## src/common/fpsl_map.svh

```systemverilog
`ifndef FPSL_MAP_SVH
`define FPSL_MAP_SVH
`define FPSL_CTRL_OFS 32'h0000_0000
`define FPSL_STAT_OFS 32'h0000_0004
`define FPSL_CTRL_RST 6'h3f
`define FPSL_STAT_IN_GAP 2'h0
`define FPSL_CLK_NS 20
`define FPSL_NS_PER_MS 1000000
`define FPSL_FAST_HALF_MS 250
`define FPSL_SLOW_HALF_MS 1000
`define FPSL_LED_HB 0
`define FPSL_LED_NAND 1
`define FPSL_LED_BASE 2
`define FPSL_LED_QDR 3
`define FPSL_LED_DDR 4
`define FPSL_LED_SRIO 5
`define FPSL_BLINK_BASE 0
`define FPSL_BLINK_N 3
`endif

```

## src/common/fpsl_pkg.sv

```systemverilog
package fpsl_pkg;
  typedef logic [5:0] fpsl_led_t;
  typedef logic [31:0] fpsl_word_t;
endpackage

```

## src/common/fpsl_blink_if.sv

```systemverilog
`timescale 1ns/1ps
interface fpsl_blink_if;
  logic enable;
  logic led;
  modport ctrl (output enable, input led);
  modport gen (input enable, output led);
endinterface

```

## src/fpsl_blink.sv

```systemverilog
`timescale 1ns/1ps
module fpsl_blink #(
  parameter int unsigned HALF = 4
) (
  input wire logic clk,
  input wire logic rst,
  fpsl_blink_if.gen bl
);
  localparam int CW = $clog2(HALF + 1);
  localparam logic [CW-1:0] LAST = CW'(HALF - 1);
  logic [CW-1:0] cnt_q;
  logic [CW-1:0] cnt_d;
  logic led_q;
  logic led_d;

  // Equal halves of HALF cycles each; off and reset while disabled
  always_comb begin
    cnt_d = cnt_q;
    led_d = led_q;
    if (!bl.enable) begin
      cnt_d = '0;
      led_d = 1'b0;
    end else if (cnt_q == LAST) begin
      cnt_d = '0;
      led_d = !led_q;
    end else begin
      cnt_d = cnt_q + 1'b1;
    end
  end

  always_ff @(posedge clk) begin
    if (rst) begin
      cnt_q <= '0;
      led_q <= 1'b0;
    end else begin
      cnt_q <= cnt_d;
      led_q <= led_d;
    end
  end

  assign bl.led = led_q;

  blink_toggle_a: assert property (@(posedge clk) disable iff (rst)
    bl.enable && cnt_q == LAST |=> led_q != $past(led_q))
    else $error("blink did not toggle at end of half period");
  blink_hold_a: assert property (@(posedge clk) disable iff (rst)
    bl.enable && cnt_q != LAST ##1 bl.enable |-> led_q == $past(led_q))
    else $error("blink changed inside a half period");
endmodule

```

## src/fpsl_top.sv

```systemverilog
// Design decisions made here: the AHB-Lite slave port and the address map.
`timescale 1ns/1ps
`include "fpsl_map.svh"
// Function
// - Six LEDs: two processor, four logic
// - First LED follows operating system heartbeat
// - Second LED shows NAND flash activity
// - Third LED blinks 2 Hz with clock running
// - Fourth LED blinks 0.5 Hz after QDR init
// - Fifth LED blinks 0.5 Hz after DDR init
// - Sixth LED steady on after link init
module fpsl_top import fpsl_pkg::*; #(
  parameter int unsigned FAST_HALF =
    `FPSL_FAST_HALF_MS * `FPSL_NS_PER_MS / `FPSL_CLK_NS,
  parameter int unsigned SLOW_HALF =
    `FPSL_SLOW_HALF_MS * `FPSL_NS_PER_MS / `FPSL_CLK_NS
) (
  input wire logic clk,
  input wire logic rst,
  input wire logic hsel,
  input wire logic [31:0] haddr,
  input wire logic [1:0] htrans,
  input wire logic hwrite,
  input wire logic [2:0] hsize,
  input wire logic hready,
  input wire logic [31:0] hwdata,
  output logic [31:0] hrdata,
  output logic hreadyout,
  output logic hresp,
  input wire logic os_heartbeat,
  input wire logic nand_active,
  input wire logic base_clk_running,
  input wire logic qdr_init_done,
  input wire logic ddr_init_done,
  input wire logic srio_init_done,
  output logic [5:0] led
);
  fpsl_led_t in_raw;
  fpsl_led_t s1_q;
  fpsl_led_t s2_q;
  fpsl_led_t led_q;
  fpsl_led_t led_d;
  fpsl_led_t ctrl_q;
  fpsl_led_t ctrl_d;
  fpsl_led_t ctrl_now;
  fpsl_word_t rdata_q;
  fpsl_word_t rdata_d;
  logic wr_q;
  logic wr_d;
  logic [`FPSL_BLINK_N-1:0] blink_en;
  logic [`FPSL_BLINK_N-1:0] blink_led;
  logic take;

  // Inputs use the same bit order as the LEDs they light
  assign in_raw = {srio_init_done, ddr_init_done, qdr_init_done,
                   base_clk_running, nand_active, os_heartbeat};

  // Two-flop synchronisers; s1_q is read by s2_q only
  always_ff @(posedge clk) begin
    if (rst) begin
      s1_q <= '0;
      s2_q <= '0;
    end else begin
      s1_q <= in_raw;
      s2_q <= s1_q;
    end
  end

  // Zero-wait AHB-Lite slave, always OKAY
  assign take = hsel && hready && htrans[1];
  // A write still in its data phase is forwarded to a read behind it
  assign ctrl_now = wr_q ? hwdata[5:0] : ctrl_q;

  always_comb begin
    ctrl_d = ctrl_now;
    rdata_d = rdata_q;
    wr_d = 1'b0;
    if (take) begin
      if (hwrite) begin
        wr_d = (haddr == `FPSL_CTRL_OFS);
      end else if (haddr == `FPSL_CTRL_OFS) begin
        rdata_d = 32'(ctrl_now);
      end else if (haddr == `FPSL_STAT_OFS) begin
        rdata_d = 32'({s2_q, `FPSL_STAT_IN_GAP, led_q});
      end else begin
        rdata_d = '0;
      end
    end
  end

  always_ff @(posedge clk) begin
    if (rst) begin
      ctrl_q <= `FPSL_CTRL_RST;
      rdata_q <= '0;
      wr_q <= 1'b0;
    end else begin
      ctrl_q <= ctrl_d;
      rdata_q <= rdata_d;
      wr_q <= wr_d;
    end
  end

  assign hrdata = rdata_q;
  assign hreadyout = 1'b1;
  assign hresp = 1'b0;

  // Blinkers only run while their source says ready
  assign blink_en[0] = ctrl_q[`FPSL_LED_BASE] && s2_q[`FPSL_LED_BASE];
  assign blink_en[1] = ctrl_q[`FPSL_LED_QDR] && s2_q[`FPSL_LED_QDR];
  assign blink_en[2] = ctrl_q[`FPSL_LED_DDR] && s2_q[`FPSL_LED_DDR];

  genvar gi;
  generate
    for (gi = 0; gi < `FPSL_BLINK_N; gi++) begin : g_blink
      fpsl_blink_if bl ();
      assign bl.enable = blink_en[gi];
      assign blink_led[gi] = bl.led;
      fpsl_blink #(
        .HALF(gi == 0 ? FAST_HALF : SLOW_HALF)
      ) u_blink (
        .clk(clk),
        .rst(rst),
        .bl(bl)
      );
    end
  endgenerate

  // Heartbeat and flash activity pass straight through: the processor
  // already shapes them, so no extra stretching is added
  always_comb begin
    led_d[`FPSL_LED_HB] = ctrl_q[`FPSL_LED_HB] && s2_q[`FPSL_LED_HB];
    led_d[`FPSL_LED_NAND] =
      ctrl_q[`FPSL_LED_NAND] && s2_q[`FPSL_LED_NAND];
    led_d[`FPSL_LED_DDR:`FPSL_LED_BASE] = blink_led;
    led_d[`FPSL_LED_SRIO] =
      ctrl_q[`FPSL_LED_SRIO] && s2_q[`FPSL_LED_SRIO];
  end

  always_ff @(posedge clk) begin
    if (rst) begin
      led_q <= '0;
    end else begin
      led_q <= led_d;
    end
  end

  assign led = led_q;

  reset_dark_a: assert property (@(posedge clk)
    rst |=> led_q == '0 && ctrl_q == `FPSL_CTRL_RST)
    else $error("LEDs not dark after reset");
  heartbeat_follow_a: assert property (@(posedge clk) disable iff (rst)
    ctrl_q[`FPSL_LED_HB] ##0 $changed(s2_q[`FPSL_LED_HB]) |=>
    led_q[`FPSL_LED_HB] == $past(s2_q[`FPSL_LED_HB]))
    else $error("heartbeat LED not following input");
  nand_flash_a: assert property (@(posedge clk) disable iff (rst)
    led_q[`FPSL_LED_NAND] |-> $past(s2_q[`FPSL_LED_NAND]))
    else $error("flash LED lit without activity");
  base_dark_a: assert property (@(posedge clk) disable iff (rst)
    !s2_q[`FPSL_LED_BASE] [*2] |=> !led_q[`FPSL_LED_BASE])
    else $error("clock LED lit while clock not running");
  qdr_dark_a: assert property (@(posedge clk) disable iff (rst)
    !s2_q[`FPSL_LED_QDR] [*2] |=> !led_q[`FPSL_LED_QDR])
    else $error("QDR LED lit before init");
  ddr_dark_a: assert property (@(posedge clk) disable iff (rst)
    !s2_q[`FPSL_LED_DDR] [*2] |=> !led_q[`FPSL_LED_DDR])
    else $error("DDR LED lit before init");
  srio_steady_a: assert property (@(posedge clk) disable iff (rst)
    (s2_q[`FPSL_LED_SRIO] && ctrl_q[`FPSL_LED_SRIO]) [*2] |->
    led_q[`FPSL_LED_SRIO] ##1 led_q[`FPSL_LED_SRIO] ||
    !s2_q[`FPSL_LED_SRIO] || !ctrl_q[`FPSL_LED_SRIO])
    else $error("link LED not steady on");
endmodule

```

## config.mk

```make
export PLATFORM = sky130hd
export DESIGN_NAME = fpsl_top
export DESIGN_NICKNAME = d
export VERILOG_FILES = /design/src/common/fpsl_pkg.sv /design/src/common/fpsl_blink_if.sv /design/src/fpsl_blink.sv /design/src/fpsl_top.sv
export VERILOG_INCLUDE_DIRS = /design/src /design/src/common
export SDC_FILE = /design/constraint.sdc
export NUM_CORES = 1
export LEC_CHECK = 0
export ABC_AREA = 1
export BUFFER_PORTS_ARGS = -buffer_cell sky130_fd_sc_hd__buf_2
export CAP_MARGIN = 40
export CORE_MARGIN = 5
export CORE_UTILIZATION = 60
export DETAILED_ROUTE_END_ITERATION = 8
export GPL_TIMING_DRIVEN = 0
export HOLD_SLACK_MARGIN = 0.15
export PLACE_DENSITY_LB_ADDON = 0.3
export SYNTH_ARGS = -nofsm -noshare
export SYNTH_HDL_FRONTEND = slang
export SYNTH_SLANG_ARGS = --single-unit
```

## constraint.sdc

```tcl
create_clock -name clk -period 4.3 [get_ports clk]
set_input_delay 1.29 -clock clk [delete_from_list [all_inputs] [get_ports clk]]
set_output_delay 1.29 -clock clk [all_outputs]
set_load 0.03 [all_outputs]
```

==> out/qor.yml, run 1 <==
status:
  status: "complete, no violations"
sta:
  fin_crit_ns: 2.37
  worst_pin_slew_ns: 0.556
  finalCritPeriodShare: 0.551
  timing.final.ws_setup_ns: 1.93
  setup_viol: 0
  slew_viol_final: 0
  hold_viol: 0
  maxSlewHeadroom: 0.628
  clock_skew_ns: 0.00796
  fin_tns_setup_ns: 0
  rsz0062_at_grt: "no"
  fmax_mhz: 422
clock_network:
  clk-insertion-delay-late_ns: 0.52
  postCtsHoldBufs: 0
  htree_levels: 4
  tritoncts: "done"
  clkSlewWorstSetupHoldPaths_ns: 0.06
  cts-root-buf: "clkbuf_8"
  cts_buffer_depth: 2
  cts_setup_buffers: 0
  post_cts_resized: 0
  cts_buffers: 17
  cts_num_sinks: 116
grt:
  antenna_found_initial: 0
  grt_pass1_wl_um: 23600
  grt_max_degree: 17
  grt_usage: 0.244
  first_global_vias: 5464
  globalRouteOverflowTotal: 0
placed_design:
  hpwl_um: 10200
  placed_area_um2: 6480
  place_inst: 1118
  place.gp.congestion: 0.950
  pre_cts_slack_ns: 1.73
  io_buffers: 66
worst_setup_path:
  arrival_ns: 1.08
  critPathCaptureType: "output pin"
  required_ns: 3.01
  max_stage_delay_ns: 0.36
  critical-path-top-delay-family: "flip-flops"
  path_buf_inv: 1
  cpMaxStageDelayCell: "dfxtp_1"
  crit_chain: "buf_2"
  cp_max_fo: 2
  crit_type: "reg2out"
  startpoint_type: "flop"
floorplanning:
  core_area_um2: 9680
  rows: 36
  die_y_um: 109
  dieArea_um2: 11900
  start_util: 0.610
  die_x_um: 109
  io_pins: 120
synth:
  synth-async-reset-ratio: 0
  synth_top_family_by_area: "simple AND/OR/NAND/NOR gates"
  synthSimpleGateAreaFrac: 0.406
  syn-cell-area_um2: 5910
  seq_area_frac_synth: 0.393
  ys_types: 30
  yosys.area_share.adder: 0.00635
  synth_edf_count: 0
  synth-compound-area-share: 0.0485
  avgSynthCellArea_um2: 6.57
  synth.area.mux_share: 0
  synth-warning-count: 0
  synthFlopType: "dfxtp_1"
  synth_cells: 899
  synth-xor-area-share: 0.0311
  ys_ff_latch: 116
pwr:
  p_switching_uw: 626
  intPower_mw: 1.97
  swShare: 0.241
  power_frac_seq: 0.419
  p_per_area_nw_per_um2: 367
  p_leak_nw: 2.73
  irDropWorstVdd_v: 0.000289
  clockPowerShare: 0.536
  pwr-share-comb: 0.045
detailed_routing:
  drt_wl_total_um: 14000
  dr.pass1.iters: 5
  drc: 0
  avgViaCountPerCell: 5.05
  num_vias: 5805
  post_drt_wl_per_cell_um: 12.2
  drtIter0Drc: 362
  drtAntennaViolNets: 0
job:
  cap_violations: 0
final_layout:
  nets: 1087
  syn2layout_area_growth_pct: 19.6
  utilization: 0.730
  final_area_um2: 7070
  drive_gt1_frac: 0.152
  antennaDiodeCount: 0
  final_cells: 1150
min_path:
  worstHoldPathType: "reg2reg"
## per-stage QoR
stage / hold WS (ns) / power (mW)
3_5_place_dp: 0.399 / 1.23
6_report: 0.405 / 2.59
4_1_cts: 0.404 / 2.60
2_1_floorplan: 0.388 / 1.19
5_1_grt: 0.420 / 2.67
3_3_place_gp: 0.390 / 1.22
## path summary, 6_finish.rpt
path / slack [ns] / cells after the start / start / to
min: 0.41 / 2 / s1_q[1] / s2_q[1]
min reg2reg: 0.41 / 2 / s1_q[1] / s2_q[1]
max: 1.93 / 1 / led[2] / led[2]
max reg2reg: 2.54 / 7 / g_blink[0].u_blink.cnt_q[0] / g_blink[0].u_blink.cnt_q[12]
## cell usage in the layout (no fill, tap or decap), types with 4 or more instances in the layout
master and n:
conb_1 22, or2_2 6, clkbuf_16 16, nor3_2 4, inv_6 4, inv_1 111, dfxtp_1 116, nor2_1 177
clkbuf_1 5, buf_6 4, buf_4 24, xnor2_1 10, buf_2 68, nor2_2 4, nand3_1 60, clkinv_4 5
xor2_1 11, nor2_4 4, nand2_1 235, a21oi_1 48, nand2_2 5, nand4_1 17, o21ai_0 6, nand3b_1 11
nor3_1 25
## cell usage after synthesis, types with 4 or more instances
| cell type | number | area (um2) |
|---|---|---|
| clkbuf_1 | 5 | 18.8 |
| buf_4 | 24 | 180 |
| nor3_1 | 25 | 125 |
| dfxtp_1 | 116 | 2320 |
| o21ai_0 | 6 | 30.0 |
| xnor2_1 | 10 | 87.6 |
| nor2_4 | 4 | 45.0 |
| a21oi_1 | 48 | 240 |
| nand4_1 | 17 | 106 |
| nor3_2 | 4 | 40.0 |
| nor2_2 | 4 | 25.0 |
| or2_2 | 6 | 37.5 |
| xor2_1 | 11 | 96.3 |
| inv_1 | 111 | 417 |
| nand2_1 | 235 | 882 |
| buf_6 | 4 | 45.0 |
| nand3b_1 | 11 | 82.6 |
| nor2_1 | 177 | 664 |
| nand2_2 | 5 | 31.3 |
| nand3_1 | 60 | 300 |
## layout make-up
| class | count | area (um2) |
|---|---|---|
| clock inverter | 15 | 171 |
| sequential | 116 | 2320 |
| inverter | 111 | 417 |
| timing repair buffer | 66 | 330 |
| fill | 783 | 2620 |
| tap | 133 | 166 |
| buffer | 35 | 254 |
| clock buffer | 17 | 414 |
| multi-input combinational | 657 | 2990 |
## routing by layer
layer	global-route usage	up-vias	part of all wire
met1	0.307	2575	0.43
met4	0.0971	0	0.020
met3	0.0480	29	0.075
li1	-	2986	-
met2	0.412	215	0.47
met5	0	-	0
## power groups by stage
stage	logic, mW	registers [mW]	clock network, mW
floorplan	0.0750	1.12	0
global placement	0.114	1.11	0
detailed placement	0.115	1.11	0
CTS	0.116	1.09	1.40
global route	0.128	1.09	1.46
finish	0.116	1.09	1.39
## flip-flops by register name, summed over array words and instances, names as in the netlist
name / flops
s1_q: 6
wr_q: 1
g_blink.u_blink.bl.led: 3
ctrl_q: 6
led: 6
s2_q: 6
g_blink.u_blink.cnt_q: 76
hrdata: 12
## cells by family after synthesis
group,Yosys count
flops,116
buf+inv,146
compound gates,56
xor+xnor,21
other cells,2
fa+ha+maj,3
simple gates,555
(Power assumes the default switching activity.)
==> run 2: changes to the inputs <==
- ABC_AREA: 1 -> 0
- CORE_UTILIZATION: 60 -> 54
- clock period: 4.3 -> 2.3 ns (I/O delays scaled with it)
==> out/qor.yml, run 2 <==
synth:
  yosysTopAreaCell: "dfxtp_1"
  synth_top_area_frac: 0.446  # +0.0527
  syn-cell-area_um2: 5210  # -12%
  synthTopCellsByArea: "dfxtp_1, a211oi_1, nand4_1"
  synth-xor-area-share: 0.0571  # +0.0260
  synthFlopType: "dfxtp_1"
  avgSynthCellArea_um2: 8.80  # +34%
  ys_ff_latch: 116  # unchanged
  synth_top_family_by_area: "simple AND/OR/NAND/NOR gates"
  ys_types: 43  # +43%
  synth-compound-area-share: 0.114  # +0.0658
  synth-warning-count: 0  # unchanged
  yosys.area_share.adder: 0.00720  # +0.000852
  synth_cells: 592  # -34%
  synthSimpleGateAreaFrac: 0.299  # -0.107
  seq_area_frac_synth: 0.446  # +0.0527
  synth_common_cells: "dfxtp_1, nand2_1, nand3_1"
  synth-async-reset-ratio: 0  # unchanged
  synth_most_common_cell: "dfxtp_1"
  synth.area.mux_share: 0.0115  # +0.0115
  synth_edf_count: 0  # unchanged
final_layout:
  fillCellCount: 759  # -3.1%
  final_common_cell: "dfxtp_1"
  regMostFlops: "g_blink.u_blink.cnt_q"
  utilization: 0.687  # -0.0433
  multi_input_area_um2: 2650  # -11%
  nets: 780  # -28%
  final_area_um2: 6400  # -9.4%
  syn2layout_area_growth_pct: 22.9
  largest_reg_flops: 76  # unchanged
  drive_gt1_frac: 0.196  # +0.0434
  antennaDiodeCount: 0  # unchanged
  final_cell_mix: "dfxtp_1, buf_2, nand2_1"
  seqCellArea_um2: 2320  # unchanged
clock_network:
  clk-insertion-delay-late_ns: 0.52  # about the same
  htree_levels: 4  # unchanged
  clkSlewWorstSetupHoldPaths_ns: 0.06  # about the same
  cts_buffer_depth: 2  # unchanged
  cts_buffers: 17  # unchanged
  tritoncts: "done"
  cts-root-buf: "clkbuf_8"
  postCtsHoldBufs: 0  # unchanged
  cts_num_sinks: 116  # unchanged
floorplanning:
  dieArea_um2: 11700  # -1.8%
  core_area_um2: 9330  # -3.7%
  start_util: 0.559  # -0.0517
  rows: 35  # -2.8%
  io_pins: 120  # unchanged
  die_y_um: 108  # -0.93%
  die_x_um: 108  # -0.93%
status:
  status: "complete, no violations"
detailed_routing:
  avgViaCountPerCell: 5.57  # +10%
  drt_wl_total_um: 12200  # -13%
  dr.pass1.iters: 4  # -1
  post_drt_wl_per_cell_um: 14.5  # +19%
  drtIter0Drc: 230  # -36%
  num_vias: 4674  # -19%
  drc: 0  # unchanged
  drtAntennaViolNets: 0  # unchanged
worst_setup_path:
  required_ns: 2.74  # -0.27 ns
  critPathCaptureType: "flop"
  arrival_ns: 2.56  # +1.48 ns
  crit_type: "reg2reg"
  cp_max_fo: 9  # +7
  startpoint_type: "flop"
job:
  cap_violations: 0  # unchanged
grt:
  first_global_vias: 4578  # -16%
  grt_pass1_wl_um: 20200  # -14%
  antenna_found_initial: 0  # unchanged
  grt_max_degree: 17  # unchanged
  grt_usage: 0.214  # -0.0303
  globalRouteOverflowTotal: 0  # unchanged
sta:
  fin_crit_ns: 2.13
  hold_viol: 0  # unchanged
  finalCritPeriodShare: 0.924
  slew_viol_final: 0  # unchanged
  rsz0062_at_grt: "no"
  whs_ns: 0.377  # -0.0278 ns
  setup_viol: 0  # unchanged
  worst_pin_slew_ns: 0.502  # -0.0543 ns
  clock_skew_ns: 0.00803  # +0.0000678 ns
  fmax_mhz: 470
  maxSlewHeadroom: 0.666  # +0.0376
pwr:
  p_per_area_nw_per_um2: 761  # +110%
  irDropWorstVdd_v: 0.000558  # +93%
  p_leak_nw: 2.24  # -18%
min_path:
  worstHoldPathType: "in2reg"
placed_design:
  place.gp.congestion: 0.835  # -12%
  io_buffers: 66  # unchanged
  placed_area_um2: 5780  # -11%
  hpwl_um: 8620  # -15%
## run 2: path summary, 6_finish.rpt
kind                               start                            to  slack, ns  cells past startpoint
max          g_blink[0].u_blink.cnt_q[0]  g_blink[0].u_blink.cnt_q[20]       0.17                      6
max reg2reg  g_blink[0].u_blink.cnt_q[0]  g_blink[0].u_blink.cnt_q[20]       0.17                      6
min reg2reg                      s1_q[2]                       s2_q[2]       0.43                      1
min                       srio_init_done                       s1_q[5]       0.38                      2
## run 2: routing by layer
| layer | track usage | vias to the layer above | share of wire |
|---|---|---|---|
| li1 | - | 2349 | - |
| met1 | 0.238 | 2189 | 0.43 |
| met2 | 0.386 | 122 | 0.50 |
| met3 | 0.0710 | 14 | 0.062 |
| met4 | 0.0649 | 0 | 0.011 |
| met5 | 0 | - | 0 |
## run 2: cells by family (layout without fill, tap and decap cells)
kind of cell | Yosys count | after routing
multiplexers | 6 | 6
flip-flops | 116 | 116
adder cells (fa/ha/maj) | 3 | 3
buffers and inverters | 62 | 160
AO/OA/AOI/OAI | 97 | 97
AND/OR/NAND/NOR | 272 | 272
other | 2 | 22
XOR/XNOR | 34 | 34
## run 2: where the power goes
| part | internal (mW) | leakage, nW | switching, mW |
|---|---|---|---|
| Combinational | 0.0732 | 1.01 | 0.109 |
| Clock | 1.73 | 0.289 | 0.929 |
| Sequential | 2.02 | 0.937 | 0.00546 |
| Total | 3.83 | 2.24 | 1.04 |
## run 2: critical path, stage by stage (launching register included)
cell,delay (ns)
dfxtp_1,0.35
ha_1,0.21
and4_1,0.21
buf_2,0.17
nand3_1,0.29
or4_1,0.59
a211oi_1,0.22
## run 2: through the flow
step	cells	TNS, ns	worst slack [ns]	total power, mW
finish	839	0	0.174	4.87
CTS	839	0	0.0866	4.90
detailed placement	807	-1.45	-0.0991	2.25
floorplan	612	0	0.467	2.19
global placement	807	-0.203	-0.0331	2.25
global route	839	0	0.00745	5.01
## run 2: what timing repair did
action / 4_1_cts / 5_1_grt
resized for setup: 1 / 6
setup buffers: 0 / 0
endpoints found under the setup margin: 20 / 52
## run 2: final cells by class
| type | count | area share |
|---|---|---|
| well taps | 129 | 0.0252 |
| inverters | 7 | 0.00410 |
| plain buffers | 55 | 0.0479 |
| clock buffers | 20 | 0.0711 |
| multi-input cells | 434 | 0.414 |
| flip-flops and latches | 116 | 0.363 |
| clock inverters | 12 | 0.0238 |
| repair buffers | 66 | 0.0516 |
==> run 3: changes to the inputs <==
- HOLD_SLACK_MARGIN: 0.15 -> 0.03
- SYNTH_HIERARCHICAL: unset -> 1
==> out/qor.yml, run 3 <==
status:
  status: "complete, no violations"
worst_setup_path:
  cpMaxStageDelayCell: "or3_1"
  critPathCaptureType: "flop"
  arrival_ns: 2.53  # -0.03 ns
  crit_type: "reg2reg"
  critical-path-top-delay-family: "simple AND/OR/NAND/NOR gates"
  crit_chain: "clkbuf_1 -> nand4_1 -> or3_1 -> o21bai_1 -> buf_2 -> nor2_1"
  startpoint_type: "flop"
  reg2regPathDepth: 6  # unchanged
  max_stage_delay_ns: 0.46  # -0.13 ns
  cp_max_fo: 10  # +1
  worstReg2RegStart: "g_blink[0].u_blink/cnt_q[12]"
  required_ns: 2.69  # -0.05 ns
  r2r_slack_ns: 0.16  # -0.02 ns
  path_buf_inv: 2  # +1
  r2r_end: "g_blink[0].u_blink/cnt_q[12]"
synth:
  synth_common_cells: "dfxtp_1, nor2_1, a21oi_1"
  avgSynthCellArea_um2: 9.09  # +3.3%
  synth-warning-count: 6  # +6
  yosysTopAreaCell: "dfxtp_1"
  syn-cell-area_um2: 5200  # -0.19%
  synth_cells: 572  # -3.4%
  synthFlopType: "dfxtp_1"
  synth-async-reset-ratio: 0  # unchanged
  seq_area_frac_synth: 0.446  # +0.000858
  synth_most_common_cell: "dfxtp_1"
  ys_ff_latch: 116  # unchanged
  synth_edf_count: 0  # unchanged
  ys_types: 42  # -2.3%
  synth_top_area_frac: 0.446  # +0.000858
  synthTopCellsByArea: "dfxtp_1, xor2_1, nor2_1"
pwr:
  p_per_area_nw_per_um2: 755  # -0.77%
  p_leak_nw: 2.35  # +5.0%
  irDropWorstVdd_v: 0.000539  # -3.4%
  p_total_mw: 4.81  # -1.2%
final_layout:
  nets: 762  # -2.3%
  drive_gt1_frac: 0.226  # +0.0300
  seqCellArea_um2: 2320  # unchanged
  syn2layout_area_growth_pct: 22.5
  multi_input_area_um2: 2610  # -1.7%
  fillCellCount: 722  # -4.9%
  final_common_cell: "dfxtp_1"
  largest_reg_flops: 76  # unchanged
  regMostFlops: "g_blink.u_blink/cnt_q"
  final_cell_mix: "dfxtp_1, buf_2, nor2_1"
  antennaDiodeCount: 0  # unchanged
  final_cells: 820  # -2.3%
  utilization: 0.683  # -0.00322
floorplanning:
  io_pins: 120  # unchanged
  start_util: 0.558  # -0.00107
  core_area_um2: 9330  # unchanged
  dieArea_um2: 11700  # -0.17%
  rows: 35  # unchanged
  die_x_um: 108  # about the same
  die_y_um: 108  # about the same
sta:
  slew_viol_final: 0  # unchanged
  worst_pin_slew_ns: 0.539  # +0.0368 ns
  clock_skew_ns: 0.0155  # +0.00745 ns
  fin_crit_ns: 2.14  # +0.0171 ns
  fmax_mhz: 467  # -0.80%
  finalCritPeriodShare: 0.932  # +0.00741
  fin_tns_setup_ns: 0  # unchanged
  maxSlewHeadroom: 0.640  # -0.0253
  setup_viol: 0  # unchanged
  hold_viol: 0  # unchanged
job:
  cap_violations: 0  # unchanged
grt:
  busiest_layer: "met2"
  grt_usage: 0.207  # -0.00687
  use_met1: 0.240  # +0.00212
  globalRouteOverflowTotal: 0  # unchanged
  use_met3: 0.0603  # -0.0107
  antenna_found_initial: 0  # unchanged
  grtUsageMet2: 0.356  # -0.0302
  grt_pass1_wl_um: 19300  # -4.4%
  grt_max_degree: 17  # unchanged
  first_global_vias: 4299  # -6.1%
clock_network:
  postCtsHoldBufs: 0  # unchanged
  cts_buffer_depth: 2  # unchanged
  cts_num_sinks: 116  # unchanged
  clk-insertion-delay-late_ns: 0.51  # about the same
  cts-root-buf: "clkbuf_8"
  clkSlewWorstSetupHoldPaths_ns: 0.05  # about the same
  cts_buffers: 17  # unchanged
  htree_levels: 4  # unchanged
  tritoncts: "done"
detailed_routing:
  avgViaCountPerCell: 5.49  # -1.5%
  post_drt_wl_per_cell_um: 14.5  # +0.16%
  dr.pass1.iters: 5  # +1
  num_vias: 4499  # -3.7%
  drt_wl_total_um: 11900  # -2.1%
  drc: 0  # unchanged
  drtAntennaViolNets: 0  # unchanged
  drtIter0Drc: 240  # +4.3%
placed_design:
  io_buffers: 66  # unchanged
  place.gp.congestion: 0.835  # about the same
  place_inst: 787  # -2.5%
  hpwl_um: 8350  # -3.2%
min_path:
  holdCritStartpoint: "os_heartbeat"
  hold_path_depth: 2  # unchanged
  min_to: "s1_q[0]"
  worstHoldPathType: "in2reg"
run 3: changes by cell type in the layout (fill, tap and decap cells not counted), moves of 7 or more:
cell	change
a211oi_1	-24
nor2_1	+32
nand2_1	-12
nor3_1	-23
clkbuf_1	-12
a21oi_1	+7
xor2_1	+8
nand3_1	-9
o21ai_0	-7
and2_1	+8
buf_2	+11
run 3: how the worst max path moves through the flow:
stage | from | end | slack, ns | cells after the start
global placement | g_blink[0].u_blink/cnt_q[0] | g_blink[0].u_blink/cnt_q[18] | 0.19 | 5
finish | g_blink[0].u_blink/cnt_q[12] | g_blink[0].u_blink/cnt_q[12] | 0.16 | 6
CTS | g_blink[0].u_blink/cnt_q[0] | g_blink[0].u_blink/cnt_q[18] | 0.10 | 5
floorplan | g_blink[0].u_blink/cnt_q[0] | g_blink[0].u_blink/cnt_q[18] | 0.34 | 5
detailed placement | g_blink[0].u_blink/cnt_q[0] | g_blink[0].u_blink/cnt_q[18] | 0.12 | 5
global route | g_blink[0].u_blink/cnt_q[12] | g_blink[0].u_blink/cnt_q[12] | -0.0003 | 6
run 3: kinds of logic after synthesis:
logic type | share of synthesized area
compound gates | 0.109
xor+xnor | 0.0657
mux | 0.0115
other cells | 0.00144
fa+ha+maj | 0.00722
flops | 0.446
simple gates | 0.292
buf+inv | 0.0671
run 3: what timing repair did:
action | CTS | global route
buffers inserted | 0 | 2
endpoints found under the setup margin | 0 | 1
gates resized for setup | 0 | 0
run 3: routing by layer:
metal | vias to the layer above | wire, um
met4 | 0 | 169
met3 | 18 | 777
met2 | 147 | 5730
met1 | 2085 | 5220
li1 | 2249 | -
met5 | - | 0
run 3: layout make-up:
class,instances,share of cell area
Multi-Input combinational cell,420,0.409
Sequential cell,116,0.364
Clock buffer,22,0.0726
Timing Repair Buffer,68,0.0542
Buffer,49,0.0506
Tap cell,129,0.0253
Clock inverter,9,0.0200
Inverter,7,0.00412
run 3: power by group:
part | internal, mW | switching [mW] | total, mW
clock network | 1.72 | 0.874 | 2.60
registers | 2.02 | 0.00568 | 2.03
logic | 0.0752 | 0.111 | 0.187
run 3: through the flow:
step	hold WS [ns]	area, um2	worst slack (ns)
floorplan	0.405	5280	0.338
global placement	0.414	5770	0.195
detailed placement	0.421	5770	0.121
CTS	0.377	6360	0.101
global route	0.380	6370	-0.000308
finish	0.398	6370	0.157
